[src/pesr_pkg.sv]
// Package: register map, field layout and types of the per-phase event status block
package pesr_pkg;

    // Register byte addresses (printed offsets are multiples of four)
    localparam logic [15:0] PESR_SRC_ADDR       = 16'hE600;
    localparam logic [15:0] PESR_IDLE_ADDR      = 16'hE608;
    localparam logic [15:0] PESR_PRIM_ADDR      = 16'hE610;
    localparam logic [15:0] PESR_MASK_ADDR      = 16'hE614;
    localparam logic [15:0] PESR_CFG_ADDR       = 16'hE618;
    localparam logic [15:0] PESR_FEAT_ADDR      = 16'hE61C;

    // Per-phase event source field positions
    localparam int PESR_OI_LSB = 3;
    localparam int PESR_OV_LSB = 9;
    localparam int PESR_VS_LSB = 12;

    // Per-phase idle state field positions
    localparam int PESR_NL_LSB  = 0;
    localparam int PESR_FNL_LSB = 3;
    localparam int PESR_VNL_LSB = 6;

    // Primary event status bit positions
    localparam int PESR_IDLE_TOT_BIT  = 0;
    localparam int PESR_IDLE_FUND_BIT = 1;
    localparam int PESR_IDLE_APP_BIT  = 2;
    localparam int PESR_DIP_BIT       = 16;
    localparam int PESR_HICUR_BIT     = 17;
    localparam int PESR_HIVOLT_BIT    = 18;

    // Source, idle state and primary register bits that carry information
    localparam logic [15:0] PESR_SRC_USED  = 16'h7E38;
    localparam logic [15:0] PESR_IDLE_USED = 16'h01FF;
    localparam logic [31:0] PESR_PRIM_USED = 32'h0007_0007;

    // Reset values
    localparam logic [15:0] PESR_REG16_RST = 16'h0000;
    localparam logic [31:0] PESR_REG32_RST = 32'h0000_0000;
    localparam logic [31:0] PESR_CFG_RST   = 32'h0000_0000;

    // Configuration word bits: reactive measurement present, fundamental measurement present
    localparam int PESR_CFG_REACT_BIT = 0;
    localparam int PESR_CFG_FUND_BIT  = 1;

    // AXI responses
    localparam logic [1:0] PESR_RESP_OKAY   = 2'h0;
    localparam logic [1:0] PESR_RESP_SLVERR = 2'h2;

    // Per-phase detector inputs from the metering engine
    typedef struct packed {
        logic [2:0] curExcess;   // Overcurrent detected, one pulse per phase
        logic [2:0] voltExcess;  // Overvoltage detected
        logic [2:0] voltDip;     // Voltage dip detected
        logic [2:0] actIdle;     // Total active power below no-load level
        logic [2:0] reactIdle;   // Total reactive power below no-load level
        logic [2:0] fundActIdle; // Fundamental active power below level
        logic [2:0] fundReacIdle;// Fundamental reactive power below level
        logic [2:0] appIdle;     // Apparent power below level
    } pesr_detect_t;

endpackage : pesr_pkg

[src/pesr_phase_status.sv]
// Per-phase event source and idle state registers with AXI4-Lite slave
//
// Function
// - Event source bits 2:0, 8:6 and 15 always read zero.
// - Idle state bits 15:9 always read zero.
// - Overcurrent sets primary bit 17 and source bits 3..5 per phase.
// - Overvoltage sets primary bit 18 and source bits 9..11 per phase.
// - Voltage dip sets primary bit 16 and source bits 12..14 per phase.
// - Idle bits 0..2 follow total-power no-load, set with primary bit 0.
// - Without reactive measurement, total no-load uses active power only.
// - Idle bits 3..5 follow fundamental no-load, set with primary bit 1.
// - Without fundamental measurement, idle bits 3..5 stay zero.
// - Idle bits 6..8 follow apparent no-load, set with primary bit 2.
// - Dip, overcurrent, overvoltage interrupt only when mask bits 16..18 set.
//
// Design decision made here: the AXI4-Lite interface to the registers.
`timescale 1ns/10ps
module pesr_phase_status
    import pesr_pkg::*;
(
    input  wire logic         core_clk,
    input  wire logic         rst_n,
    input  wire pesr_detect_t detect,
    input  wire logic [15:0]  s_axi_awaddr,
    input  wire logic         s_axi_awvalid,
    output logic              s_axi_awready,
    input  wire logic [31:0]  s_axi_wdata,
    input  wire logic [3:0]   s_axi_wstrb,
    input  wire logic         s_axi_wvalid,
    output logic              s_axi_wready,
    output logic [1:0]        s_axi_bresp,
    output logic              s_axi_bvalid,
    input  wire logic         s_axi_bready,
    input  wire logic [15:0]  s_axi_araddr,
    input  wire logic         s_axi_arvalid,
    output logic              s_axi_arready,
    output logic [31:0]       s_axi_rdata,
    output logic [1:0]        s_axi_rresp,
    output logic              s_axi_rvalid,
    input  wire logic         s_axi_rready,
    output logic              irq
);

    // ==========================================================
    // State
    // ==========================================================
    logic [15:0] srcQ;
    logic [31:0] primQ;
    logic [31:0] maskQ;
    logic [31:0] cfgQ;
    logic [2:0]  totIdle;
    logic [2:0]  fundIdle;
    logic [2:0]  appIdle;
    logic        totEntry;
    logic        fundEntry;
    logic        appEntry;
    logic [2:0]  totIdleIn;
    logic        reactPresent;
    logic        fundPresent;
    logic [15:0] idleReg;

    assign reactPresent = cfgQ[PESR_CFG_REACT_BIT];
    assign fundPresent  = cfgQ[PESR_CFG_FUND_BIT];

    // ==========================================================
    // No-load trackers
    // ==========================================================
    assign totIdleIn = reactPresent ? (detect.actIdle & detect.reactIdle)
                                    : detect.actIdle;

    pesr_idle_track u_tot (
        .core_clk  (core_clk),
        .rst_n     (rst_n),
        .enable    (1'b1),
        .idleIn    (totIdleIn),
        .idleState (totIdle),
        .anyEntry  (totEntry)
    );

    pesr_idle_track u_fund (
        .core_clk  (core_clk),
        .rst_n     (rst_n),
        .enable    (fundPresent),
        .idleIn    (detect.fundActIdle & detect.fundReacIdle),
        .idleState (fundIdle),
        .anyEntry  (fundEntry)
    );

    pesr_idle_track u_app (
        .core_clk  (core_clk),
        .rst_n     (rst_n),
        .enable    (1'b1),
        .idleIn    (detect.appIdle),
        .idleState (appIdle),
        .anyEntry  (appEntry)
    );

    always_comb begin
        idleReg = PESR_REG16_RST;
        idleReg[PESR_NL_LSB +: 3]  = totIdle;
        idleReg[PESR_FNL_LSB +: 3] = fundIdle;
        idleReg[PESR_VNL_LSB +: 3] = appIdle;
        idleReg = idleReg & PESR_IDLE_USED;
    end

    // ==========================================================
    // AXI4-Lite handshake
    // ==========================================================
    logic        awHeldQ;
    logic        wHeldQ;
    logic [15:0] awAddrQ;
    logic [31:0] wDataQ;
    logic [3:0]  wStrbQ;
    logic        wrFire;
    logic        rdFire;
    logic        rdClr;
    logic [15:0] rdAddr;

    assign wrFire = awHeldQ && wHeldQ && !s_axi_bvalid;
    assign rdFire = s_axi_arvalid && s_axi_arready;
    assign rdAddr = s_axi_araddr;

    always_ff @(posedge core_clk or negedge rst_n) begin
        if (!rst_n) begin
            s_axi_awready <= 1'b0;
            s_axi_wready  <= 1'b0;
            awHeldQ       <= 1'b0;
            wHeldQ        <= 1'b0;
            awAddrQ       <= 16'h0000;
            wDataQ        <= 32'h0000_0000;
            wStrbQ        <= 4'h0;
        end else begin
            s_axi_awready <= !awHeldQ && !s_axi_awready && s_axi_awvalid;
            s_axi_wready  <= !wHeldQ && !s_axi_wready && s_axi_wvalid;
            if (s_axi_awvalid && s_axi_awready) begin
                awHeldQ <= 1'b1;
                awAddrQ <= s_axi_awaddr;
            end else if (wrFire) begin
                awHeldQ <= 1'b0;
            end
            if (s_axi_wvalid && s_axi_wready) begin
                wHeldQ <= 1'b1;
                wDataQ <= s_axi_wdata;
                wStrbQ <= s_axi_wstrb;
            end else if (wrFire) begin
                wHeldQ <= 1'b0;
            end
        end
    end

    always_ff @(posedge core_clk or negedge rst_n) begin
        if (!rst_n) begin
            s_axi_bvalid <= 1'b0;
            s_axi_bresp  <= PESR_RESP_OKAY;
        end else if (wrFire) begin
            s_axi_bvalid <= 1'b1;
            unique case (awAddrQ)
                PESR_SRC_ADDR, PESR_IDLE_ADDR, PESR_PRIM_ADDR,
                PESR_MASK_ADDR, PESR_CFG_ADDR: s_axi_bresp <= PESR_RESP_OKAY;
                default:                       s_axi_bresp <= PESR_RESP_SLVERR;
            endcase
        end else if (s_axi_bready) begin
            s_axi_bvalid <= 1'b0;
        end
    end

    // ==========================================================
    // Writable registers; source and idle words take no writes
    // ==========================================================
    always_ff @(posedge core_clk or negedge rst_n) begin
        if (!rst_n) begin
            maskQ <= PESR_REG32_RST;
            cfgQ  <= PESR_CFG_RST;
        end else if (wrFire && wStrbQ != 4'h0) begin
            if (awAddrQ == PESR_MASK_ADDR) begin
                maskQ <= wDataQ & PESR_PRIM_USED;
            end
            if (awAddrQ == PESR_CFG_ADDR) begin
                cfgQ <= wDataQ;
            end
        end
    end

    // ==========================================================
    // Read channel
    // ==========================================================
    assign rdClr = rdFire && (rdAddr == PESR_PRIM_ADDR);

    always_ff @(posedge core_clk or negedge rst_n) begin
        if (!rst_n) begin
            s_axi_arready <= 1'b0;
            s_axi_rvalid  <= 1'b0;
            s_axi_rdata   <= 32'h0000_0000;
            s_axi_rresp   <= PESR_RESP_OKAY;
        end else begin
            s_axi_arready <= !s_axi_arready && !s_axi_rvalid && s_axi_arvalid;
            if (rdFire) begin
                s_axi_rvalid <= 1'b1;
                s_axi_rresp  <= PESR_RESP_OKAY;
                unique case (rdAddr)
                    PESR_SRC_ADDR:  s_axi_rdata <= {16'h0000, srcQ & PESR_SRC_USED};
                    PESR_IDLE_ADDR: s_axi_rdata <= {16'h0000, idleReg};
                    PESR_PRIM_ADDR: s_axi_rdata <= primQ;
                    PESR_MASK_ADDR: s_axi_rdata <= maskQ;
                    PESR_CFG_ADDR:  s_axi_rdata <= cfgQ;
                    default: begin
                        s_axi_rdata <= 32'h0000_0000;
                        s_axi_rresp <= PESR_RESP_SLVERR;
                    end
                endcase
            end else if (s_axi_rready) begin
                s_axi_rvalid <= 1'b0;
            end
        end
    end

    // ==========================================================
    // Event capture: source bits and primary status, set wins over clear
    // ==========================================================
    logic [15:0] srcSet;
    logic [31:0] primSet;

    always_comb begin
        srcSet = PESR_REG16_RST;
        srcSet[PESR_OI_LSB +: 3] = detect.curExcess;
        srcSet[PESR_OV_LSB +: 3] = detect.voltExcess;
        srcSet[PESR_VS_LSB +: 3] = detect.voltDip;
        primSet = PESR_REG32_RST;
        primSet[PESR_HICUR_BIT]     = |detect.curExcess;
        primSet[PESR_HIVOLT_BIT]    = |detect.voltExcess;
        primSet[PESR_DIP_BIT]       = |detect.voltDip;
        primSet[PESR_IDLE_TOT_BIT]  = totEntry;
        primSet[PESR_IDLE_FUND_BIT] = fundEntry;
        primSet[PESR_IDLE_APP_BIT]  = appEntry;
    end

    // Source bits accumulate while the matching primary flag stands
    always_ff @(posedge core_clk or negedge rst_n) begin
        if (!rst_n) begin
            srcQ <= PESR_REG16_RST;
        end else begin
            srcQ <= (srcQ & {16{!rdClr}}) | srcSet;
        end
    end

    always_ff @(posedge core_clk or negedge rst_n) begin
        if (!rst_n) begin
            primQ <= PESR_REG32_RST;
        end else begin
            primQ <= (rdClr ? PESR_REG32_RST : primQ) | primSet;
        end
    end

    always_ff @(posedge core_clk or negedge rst_n) begin
        if (!rst_n) begin
            irq <= 1'b0;
        end else begin
            irq <= |(primQ & maskQ);
        end
    end

    // ==========================================================
    // Checks
    // ==========================================================
    chk_src_reserved: assert property (@(posedge core_clk) disable iff (!rst_n)
        (srcQ & ~PESR_SRC_USED) == 16'h0000)
        else $error("source reserved bit set");

    chk_idle_reserved: assert property (@(posedge core_clk) disable iff (!rst_n)
        (s_axi_rvalid && $past(rdAddr) == PESR_IDLE_ADDR && $past(rdFire))
            |-> s_axi_rdata[31:9] == 23'h0)
        else $error("idle reserved bits nonzero");

    chk_hicur_source: assert property (@(posedge core_clk) disable iff (!rst_n)
        detect.curExcess[0] |=> srcQ[PESR_OI_LSB] && primQ[PESR_HICUR_BIT])
        else $error("overcurrent not recorded");

    chk_hivolt_source: assert property (@(posedge core_clk) disable iff (!rst_n)
        detect.voltExcess[2] |=> srcQ[PESR_OV_LSB + 2] && primQ[PESR_HIVOLT_BIT])
        else $error("overvoltage not recorded");

    chk_dip_source: assert property (@(posedge core_clk) disable iff (!rst_n)
        detect.voltDip[1] |=> srcQ[PESR_VS_LSB + 1] && primQ[PESR_DIP_BIT])
        else $error("voltage dip not recorded");

    chk_total_idle: assert property (@(posedge core_clk) disable iff (!rst_n)
        $rose(totIdle[0]) |-> primQ[PESR_IDLE_TOT_BIT])
        else $error("total idle flag missing");

    chk_active_only: assert property (@(posedge core_clk) disable iff (!rst_n)
        (!reactPresent && detect.actIdle[0]) |=> totIdle[0])
        else $error("active-only idle not honoured");

    chk_fund_zero: assert property (@(posedge core_clk) disable iff (!rst_n)
        !fundPresent |=> fundIdle == 3'h0)
        else $error("fundamental idle without feature");

    chk_app_idle: assert property (@(posedge core_clk) disable iff (!rst_n)
        detect.appIdle[1] |=> appIdle[1])
        else $error("apparent idle not tracked");

    chk_irq_gate: assert property (@(posedge core_clk) disable iff (!rst_n)
        (primQ[PESR_DIP_BIT] && !maskQ[PESR_DIP_BIT] && (primQ & maskQ) == 32'h0)
            |=> !irq)
        else $error("masked interrupt raised");

    chk_irq_raise: assert property (@(posedge core_clk) disable iff (!rst_n)
        (primQ & maskQ) != 32'h0 |=> irq)
        else $error("unmasked event without interrupt");

    chk_fund_follow: assert property (@(posedge core_clk) disable iff (!rst_n)
        (fundPresent && detect.fundActIdle[0] && detect.fundReacIdle[0]) |=> fundIdle[0])
        else $error("fundamental idle not tracked");

    chk_fund_entry: assert property (@(posedge core_clk) disable iff (!rst_n)
        $rose(fundIdle[0]) |-> primQ[PESR_IDLE_FUND_BIT])
        else $error("fundamental idle flag missing");

    chk_app_entry: assert property (@(posedge core_clk) disable iff (!rst_n)
        $rose(appIdle[1]) |-> primQ[PESR_IDLE_APP_BIT])
        else $error("apparent idle flag missing");

    // ==========================================================
    // Source register checks (readback, no write, read clear) and covers
    // ==========================================================
    chk_src_readback: assert property (@(posedge core_clk) disable iff (!rst_n)
        (s_axi_rvalid && $past(rdFire) && $past(rdAddr) == PESR_SRC_ADDR)
            |-> (s_axi_rdata & ~{16'h0000, PESR_SRC_USED}) == 32'h0000_0000)
        else $error("source readback reserved bit set");

    chk_src_no_write: assert property (@(posedge core_clk) disable iff (!rst_n)
        (wrFire && awAddrQ == PESR_SRC_ADDR && srcSet == PESR_REG16_RST && !rdClr)
            |=> $stable(srcQ))
        else $error("source register took a write");

    chk_src_clear: assert property (@(posedge core_clk) disable iff (!rst_n)
        (rdClr && srcSet == PESR_REG16_RST) |=> srcQ == PESR_REG16_RST)
        else $error("source bits survived read clear");

    cov_hicur:   cover property (@(posedge core_clk) disable iff (!rst_n) |detect.curExcess);
    cov_irq:     cover property (@(posedge core_clk) disable iff (!rst_n) $rose(irq));
    cov_rd_clr:  cover property (@(posedge core_clk) disable iff (!rst_n) rdClr);
    cov_write:   cover property (@(posedge core_clk) disable iff (!rst_n) wrFire);
    cov_fund:    cover property (@(posedge core_clk) disable iff (!rst_n) fundEntry);

endmodule : pesr_phase_status

[src/pesr_idle_track.sv]
// Per-phase idle tracker with entry detection for one no-load criterion
`timescale 1ns/10ps
module pesr_idle_track
    import pesr_pkg::*;
(
    input  wire logic       core_clk,
    input  wire logic       rst_n,
    input  wire logic       enable,
    input  wire logic [2:0] idleIn,
    output logic      [2:0] idleState,
    output logic            anyEntry
);

    logic [2:0] idleQ;
    logic [2:0] idleNext;

    assign idleNext = enable ? idleIn : 3'h0;

    always_ff @(posedge core_clk or negedge rst_n) begin
        if (!rst_n) begin
            idleQ <= 3'h0;
        end else begin
            idleQ <= idleNext;
        end
    end

    // Entry is seen before the edge, so the primary flag sets together with the phase bit
    assign idleState = idleQ;
    assign anyEntry  = |(idleNext & ~idleQ);

endmodule : pesr_idle_track

[config.mk]
export PLATFORM = sky130hd
export DESIGN_NAME = pesr_phase_status
export DESIGN_NICKNAME = d
export VERILOG_FILES = /design/src/pesr_pkg.sv /design/src/pesr_phase_status.sv /design/src/pesr_idle_track.sv
export SDC_FILE = /design/constraint.sdc
export NUM_CORES = 1
export LEC_CHECK = 0
export BUFFER_PORTS_ARGS = -buffer_cell sky130_fd_sc_hd__buf_2
export CAP_MARGIN = 20
export CORE_MARGIN = 3
export CORE_UTILIZATION = 58
export DETAILED_ROUTE_END_ITERATION = 10
export PLACE_DENSITY = 0.86
export SETUP_SLACK_MARGIN = 0.2
export SLEW_MARGIN = 10
export SYNTH_ARGS = -nofsm -noshare
export SYNTH_HDL_FRONTEND = slang
export SYNTH_SLANG_ARGS = --single-unit
[constraint.sdc]
create_clock -name core_clk -period 6.25 [get_ports core_clk]
set_input_delay 0.9375 -clock core_clk [delete_from_list [all_inputs] [get_ports core_clk]]
set_output_delay 0.9375 -clock core_clk [all_outputs]
set_load 0.02 [all_outputs]
# Word-level counts from Yosys, hierarchy flattened
# Index checks and enable logic that the tools add are counted.
[totals]
register_bits = 191
in_bits = 99
out_inout_bits = 42
wordCells = 93
[classes]
n_eq_ne = 10
n_mux = 13
n_bitwise = 12
n_reduce_logical = 37
[op_table]
columns = ["cell", "count"]
rows = [
  ["equality test 16 bit, second input constant", 10],
  ["one-hot mux 32 bit (5 select lines)", 1],
  ["bitwise AND 32 x 19 -> 32 bit", 1],
  ["2-to-1 mux 32 bit", 1],
  ["OR 32 x 19 -> 32 bit", 1],
  ["OR reduction 32 bit", 1],
  ["OR reduction 3 bit", 6],
  ["bitwise AND 16 bit", 1],
  ["OR 16 x 15 -> 16 bit", 1],
  ["bitwise AND 3 bit", 5],
  ["logical AND 1 bit", 13],
  ["OR reduction 5 bit", 2],
  ["inverter 3 bit", 3],
  ["zero test 1 bit", 8],
  ["nonzero test 2 bit", 4],
  ["2-to-1 mux 1 bit", 7],
  ["2-to-1 mux 3 bit", 2],
  ["2-to-1 mux 2 bit", 2],
  ["AND reduction 2 bit", 2],
  ["nonzero test 4 bit", 1],
]

# Logic depth before layout (Yosys ltp)
# Gate-level depths: netlist of run 1.
[logic_depth]
depth_word = 5
ltp_mapped = 6
ltp_nobuf = 5

# Modules after synthesis
# Synthesis of run 1 repeated with hierarchy kept, for this count alone.
[unflattened]
hier_cells = 488
area_unflattened_um2 = 6536.3
[by_module_without_submodules]
columns = ["module", "instances", "cells_each", "area_per_inst_um2", "seq_area_each_um2"]
rows = [
  ["pesr_phase_status", 1, 458, 6153.4, 3678.5],
  ["pesr_idle_track", 3, 10, 127.6, 75.1],
]

# Worst setup path after synthesis of run 1
# OpenSTA, ideal clock, no wires.
[synth_path]
path_type = "input port to flip-flop"
from = "input port s_axi_araddr[11]"
to = "register primQ[2]"
setup_time_ns = 0.126
t_arrival_ns = 2.554
required_ns = 6.124
slack_ns = 3.570
path_stages = 6
n_path_buf = 2
cell_sequence = "nand4bb_1 > or2_1 > or4_1 > buf_2 > buf_6 > a221o_1"
[synth_via]
elab_chain_cells = 4
[synth_rtl]
columns = ["item", "line", "source"]
rows = [
  ["start: declaration", "pesr_phase_status.sv:34", "input wire logic [15:0] s_axi_araddr,"],
  ["equality test 16 bit", "pesr_phase_status.sv:187", "assign rdClr = rdFire && (rdAddr == PESR_PRIM_ADDR);"],
  ["logical AND 1 bit", "pesr_phase_status.sv:187", ""],
  ["2-to-1 mux 32 bit", "pesr_phase_status.sv:250", "primQ <= (rdClr ? PESR_REG32_RST : primQ) | primSet;"],
  ["OR 32 x 19 -> 32 bit", "pesr_phase_status.sv:250", ""],
  ["end signal: assignment", "pesr_phase_status.sv:250", ""],
  ["end: declaration", "pesr_phase_status.sv:48", "logic [31:0] primQ;"],
]
# No other way between the ends.
# A chain may end at the register's enable or synchronous reset.

# Worst setup path in the final report of run 1
[layout_path]
from = "register awAddrQ[12]"
to = "register cfgQ[14]"
[layout_via]
elab_chain_cells = 2
[layout_rtl]
columns = ["item", "line", "source"]
rows = [
  ["start: declaration", "pesr_phase_status.sv:111", "logic [15:0] awAddrQ;"],
  ["start signal: assignment", "pesr_phase_status.sv:137", "awAddrQ <= s_axi_awaddr;"],
  ["equality test 16 bit", "pesr_phase_status.sv:178", "if (awAddrQ == PESR_CFG_ADDR) begin"],
  ["AND reduction 2 bit (no source line)", "n/a", ""],
  ["end signal: assignment", "pesr_phase_status.sv:179", "cfgQ <= wDataQ;"],
  ["end: declaration", "pesr_phase_status.sv:50", "logic [31:0] cfgQ;"],
]
# No other way between the ends.

==> run metrics, run 1 <==
status=finished, final reports clean; clock-pin slew on the worst setup and hold paths=~0.060 ns; most frequent cells after synthesis=dfrtp_1 (156), nand2_1 (53), mux2_2 (52); ys async rst share=1.00; share of cells above drive strength 1=0.382; Fmax=~350 MHz; vias in the first global route=around 4,400; Final nets=699; initial antenna violation count=0; pwr dens=~350 nW/um^2; clk sinks=between 150 and 200; Total Routing Usage GR=0.246; final count of hold timing violations=0; CTS max path bufs=2; CTS Hold Bufs=0; Max-Cap Viols=0; hold crit path type=input pin to async pin; Skew-Pair Late Insertion Delay=between 0.5 and 0.6 ns; switching portion of total power=0.240; Initial DRC Count=between 200 and 300; fin crit period=between 2 and 3 ns; Final Skew=approximately 0.008 ns; Worst Path Buf+Inv=0; Max H-tree Level=4; Synth area leaders=dfrtp_1 (63%), mux2_2 (9.5%), mux2_1 (7.0%); footprint of the multi-input gates=roughly 2100 sq um; DRT Pass-1 Iters=7; post-CTS setup buffer count=0; leakage power=about 0.0037 uW; Mapped Area=between 6000 and 7000 sq um; post-synthesis cell count=458; final setup vio count=0; slowest stage delay, CP=approximately 0.76 ns; filler cell count=between 600 and 700; Pins Over Slew Limit=0; Vias=approximately 4,300; Die X=109 um; P&R area growth vs syn=22.7%; predominant post-synthesis flop cell=dfrtp_1; YS warnings=0; post-DP HPWL=between 9000 and 10,000 um; Initial Util=0.613; largest net degree at the start of global routing=82; die area=approximately 12,000 sq um; number of antenna diodes=0; Root Driver=clkbuf_8; setup TNS=0 ns; CP max FO=32; Worst setup SP type=flip-flop; Top Ports=around 140; Reg area=a little under 4000 sq um; EDFF count, synth=0; most common cell in the netlist=dfrtp_1; Seq cells post-synth=~160; PostCTS Resize Cnt=0; Tcrit/Tclk final=0.460; Tot Pwr=~2700 uW; Routed Antenna Nets=0; Clock power frac=0.376; RSZ-0062 raised after global routing=no; kind of critical path=flip-flop to flip-flop; Residual DRC=0; die height=~110 um; Placeable Area=10,000 sq um; sequential share of power=0.492; Synth top area share=0.634; internal power=just over 2000 uW; Least-Margin Pin Slew=about 1 ns; Avg Cell Area, Syn=about 13 sq um; GP Congestion=roughly 0.86; Top Family by Delay on Critical Path=simple AND/OR/NAND/NOR gates; CP Capture Type=flip-flop; critical path required time=6.64 ns; post-synth cell types=41; routed len/inst=18.2 um; max_slew headroom=0.345; Rows=36; total CTS buffers=17; Yosys top cell by area=dfrtp_1; sequential area share after synthesis=0.634; Combinational Power Share=0.132; worst-path cell chain=nand4b_1 -> or4b_4 -> nor4_4 -> nand3b_2 -> mux2_1; NetSw=between 600 and 700 uW; worst vdd ir=between 0.0003 and 0.0004 V; port buffer count=between 100 and 150; CP max stage cell=nand3b_2; vias per cell=roughly 5.7; CTS tree=done; wirelength, routed=between 10,000 and 15,000 um; CP arrival=around 3.3 ns; first-pass GRT wire length=roughly 22,000 um; gr ovfl total=0
sequential cells by signal, indices dropped and copies added (netlist names):
name              cells
s_axi_wready          1
s_axi_rvalid          1
s_axi_rresp           1
awAddrQ              16
s_axi_bresp           1
wStrbQ                4
s_axi_awready         1
s_axi_bvalid          1
awHeldQ               1
maskQ                 6
irq                   1
wHeldQ                1
srcQ                  9
u_fund.idleState      3
u_app.idleState       3
s_axi_arready         1
cfgQ                 32
wDataQ               32
u_tot.idleState       3
s_axi_rdata          32
primQ                 6
metrics by stage:
step / hold slack, ns / setup WS, ns / utilization / area (sq um) / cells
after detailed placement: 0.461 / 3.15 / 0.692 / 6960 / 713
after global routing: 0.496 / 3.13 / 0.752 / 7550 / 746
after floorplan: 0.424 / 3.57 / - / 6160 / 459
final: 0.450 / 3.38 / 0.752 / 7550 / 746
after global placement: 0.436 / 3.22 / 0.692 / 6960 / 713
after CTS: 0.470 / 3.32 / 0.751 / 7550 / 745
per-layer routing:
| layer | vias to the layer above | track usage | part of all wire | wire length [um] |
|---|---|---|---|---|
| li1 | 1939 | - | - | - |
| met1 | 2095 | 0.315 | 0.41 | 5540 |
| met2 | 175 | 0.393 | 0.49 | 6680 |
| met3 | 42 | 0.0616 | 0.063 | 859 |
| met4 | 0 | 0.117 | 0.038 | 515 |
| met5 | - | 0 | 0 | 0 |
layout by cell type, fill, tap and decap left out, types with 4 or more instances in the layout:
master        n
clkbuf_16    16
a22oi_1      12
a22o_1        7
clkinv_2      5
buf_2       137
mux2_1       38
a21o_1        9
nand3_1       4
dfrtp_1     156
clkinvlp_4    4
mux2_2       52
inv_1        17
nand2_1      52
o21ai_0      16
o21ai_1      21
a21boi_0      4
logic make-up (layout without fill, tap and decap cells):
| family | after synthesis | in the layout | synth area share |
|---|---|---|---|
| simple gates | 86 | 86 | 0.0772 |
| compound gates | 88 | 88 | 0.0972 |
| other cells | 1 | 2 | 0.000609 |
| buf+inv | 37 | 191 | 0.0262 |
| mux | 90 | 90 | 0.165 |
| flops | 156 | 156 | 0.634 |
cell type report:
cell class	count	share of cell area
Sequential cell	156	0.517
Multi-Input combinational cell	266	0.278
Timing Repair Buffer	142	0.0959
Clock buffer	20	0.0590
Tap cell	133	0.0220
Clock inverter	12	0.0192
Inverter	17	0.00845
power groups by stage:
| stage | logic [uW] | clock network [uW] | registers (uW) |
|---|---|---|---|
| 2_1_floorplan | 237 | 0 | 1300 |
| 3_3_place_gp | 330 | 0 | 1310 |
| 3_5_place_dp | 352 | 0 | 1330 |
| 4_1_cts | 357 | 1020 | 1310 |
| 5_1_grt | 390 | 1070 | 1340 |
| 6_report | 351 | 1000 | 1310 |
worst paths after layout:
check	from	end	slack, ns	cells after the start
worst min register to register	s_axi_wready	s_axi_wready	0.47	1
worst max-delay path	awAddrQ[12]	cfgQ[14]	3.38	5
worst max register to register	awAddrQ[12]	cfgQ[14]	3.38	5
min in group core_clk	s_axi_wready	s_axi_wready	0.47	1
worst min-delay path	rst_n	cfgQ[14]	0.45	1
max in group asynchronous	rst_n	s_axi_rdata[8]	4.40	2
No activity file was read; power rests on OpenSTA's default activity.
==> inputs of run 2 (changes only) <==
--- a/config.mk
+++ b/config.mk
@@ -8,9 +8,9 @@
 export BUFFER_PORTS_ARGS = -buffer_cell sky130_fd_sc_hd__buf_2
 export CAP_MARGIN = 20
 export CORE_MARGIN = 3
-export CORE_UTILIZATION = 58
+export CORE_UTILIZATION = 54
 export DETAILED_ROUTE_END_ITERATION = 10
-export PLACE_DENSITY = 0.86
+export PLACE_DENSITY = 0.81
 export SETUP_SLACK_MARGIN = 0.2
 export SLEW_MARGIN = 10
 export SYNTH_ARGS = -nofsm -noshare
==> constraint.sdc (replaced) <==
create_clock -name core_clk -period 2.8 [get_ports core_clk]
set_input_delay 0.42 -clock core_clk [delete_from_list [all_inputs] [get_ports core_clk]]
set_output_delay 0.42 -clock core_clk [all_outputs]
set_load 0.02 [all_outputs]
==> run 2 against run 1 <==
Sequential power is 120% higher. Register-to-register slack lost 2.8 ns. Sequential share of layout area fell by 0.65 points. Setup slack worse by 2.8 ns. Utilization shrank 5.5 points. Clock skew rose by 0.0021 ns. Clock power up 130%. Largest power group unchanged.
==> run metrics, run 2 (synthesis results as in run 1) <==
critical path required time=3.09 ns (was 6.64 ns); Least-Margin Pin Slew=0.677 ns (was 0.974 ns); Root Driver=clkbuf_16 (was clkbuf_8); clk sinks=156 (unchanged); crit path from=awAddrQ[12] (unchanged); final setup vio count=0 (unchanged); final hold slack=0.127 ns (was 0.450 ns); Worst Path Buf+Inv=1 (was 0); Vias=4,180 (was 4,251); placed cells=729 (was 713); Final nets=708 (was 699); Total Routing Usage GR=0.222 (was 0.246); Rows=38 (was 36); final count of hold timing violations=0 (unchanged); biggest regs=cfgQ: 32 flops, s_axi_rdata: 32 flops, wDataQ: 32 flops (unchanged); CTS tree=done (unchanged); Util after Layout=0.696 (was 0.752); Final Non-Filler Cells=761 (was 746); number of antenna diodes=0 (unchanged); worst vdd ir=0.000574 V (was 0.000330 V); total CTS buffers=17 (unchanged); DRT Pass-1 Iters=4 (was 7); Skew-Pair Late Insertion Delay=0.41 ns (was 0.51 ns); Final Skew=0.00996 ns (was 0.00789 ns); leading cell type in the layout, fill and taps excluded=dfrtp_1 (unchanged); CP Capture Type=flip-flop (unchanged); port buffer count=138 (unchanged); pwr dens=786 nW/um^2 (was 353 nW/um^2); largest net degree at the start of global routing=83 (was 82); leakage power=0.00374 uW (was 0.00368 uW); hold crit path type=input pin to flip-flop (was input pin to async pin); routed len/inst=17.3 um (was 18.2 um); Pins Over Slew Limit=0 (unchanged); CTS max path bufs=2 (unchanged); max_slew headroom=0.545 (was 0.345); hold path start=detect[1]; Tcrit/Tclk final=0.797 (was 0.460); Max H-tree Level=4 (unchanged); vias per cell=5.49 (was 5.70); slowest stage delay, CP=0.55 ns (was 0.76 ns); Initial DRC Count=280 (was 276); status=finished, final reports clean (unchanged); setup TNS=0 ns (unchanged); CP arrival=2.52 ns (was 3.26 ns); Top Family by Delay on Critical Path=simple AND/OR/NAND/NOR gates (unchanged); die height=113 um (was 109 um); Die X=113 um (was 109 um); clock-pin slew on the worst setup and hold paths=0.06 ns (about the same); GP Congestion=0.814 (was 0.856); Worst setup SP type=flip-flop (unchanged); worst-path cell chain=nand4b_1 -> or4b_4 -> nor4_4 -> nand3b_2 -> buf_4 -> mux2_1 (was nand4b_1 -> or4b_4 -> nor4_4 -> nand3b_2 -> mux2_1); post-DP HPWL=9530 um (was 9350 um); P&R area growth vs syn=24.2% (was 22.7%); RSZ-0062 raised after global routing=no (unchanged); placed cell area=7040 sq um (was 6960 sq um); initial antenna violation count=0 (unchanged); wirelength, routed=13,200 um (was 13,600 um); Routed Antenna Nets=0 (unchanged); Top Ports=141 (unchanged); gr ovfl total=0 (unchanged); die area=12,700 sq um (was 11,900 sq um); Residual DRC=0 (unchanged); Initial Util=0.560 (was 0.613); post-route cell area=7650 sq um (was 7550 sq um); Placeable Area=11,000 sq um (was 10,000 sq um); share of cells above drive strength 1=0.385 (was 0.382); vias in the first global route=4,502 (was 4,418); post-CTS setup buffer count=0 (unchanged); Worst R2R Start=awAddrQ[12] (unchanged); first-pass GRT wire length=22,000 um (was 21,900 um); kind of critical path=flip-flop to flip-flop (unchanged); Fmax=448 MHz (was 348 MHz); most frequent cells in the layout=dfrtp_1 (156), buf_2 (137), nand2_1 (52), mux2_2 (52), mux2_1 (38) (unchanged); Max-Cap Viols=0 (unchanged); CTS Hold Bufs=1 (was 0); CP max FO=22 (was 32); fin crit period=2.23 ns (was 2.87 ns); PostCTS Resize Cnt=0 (unchanged); CP max stage cell=or4b_4 (was nand3b_2)
[run 2: layout make-up]
cell class,instances,area [sq um]
flip-flops and latches,156,3900
fillers,780,3340
multi-input cells,266,2100
repair buffers,151,810
clock buffers,23,478
well taps,140,175
clock inverters,8,115
inverters,17,63.8
[run 2: path summary, 6_finish.rpt]
| check | to | slack [ns] | cells after the start |
|---|---|---|---|
| min in group asynchronous | wDataQ[14] | 0.52 | 2 |
| setup reg to reg | cfgQ[24] | 0.57 | 6 |
| hold / removal | u_app.idleState[1] | 0.13 | 1 |
| hold reg to reg | s_axi_arready | 0.46 | 1 |
| max in group asynchronous | awAddrQ[15] | 1.49 | 3 |
| setup / recovery | cfgQ[24] | 0.57 | 6 |
[run 2: per-layer routing]
metal / vias up / part of all wire / GRT usage
met3: 24 / 0.064 / 0.0642
li1: 1947 / - / -
met2: 159 / 0.49 / 0.363
met1: 2050 / 0.42 / 0.285
met5: - / 0 / 0
met4: 0 / 0.023 / 0.0801
[run 2: metrics by stage]
| stage | worst slack (ns) | power [uW] |
|---|---|---|
| after floorplan | 0.638 | 3430 |
| after global placement | 0.282 | 3680 |
| after detailed placement | 0.202 | 3760 |
| after CTS | 0.543 | 6060 |
| after global routing | 0.448 | 6300 |
| final | 0.568 | 6010 |
[run 2: power breakdown]
part	switching (uW)	internal (uW)	leakage, uW	total [uW]
registers	249	2680	0.00197	2930
clock network	834	1460	0.000297	2290
logic	329	450	0.00147	779
total	1410	4590	0.00374	6010
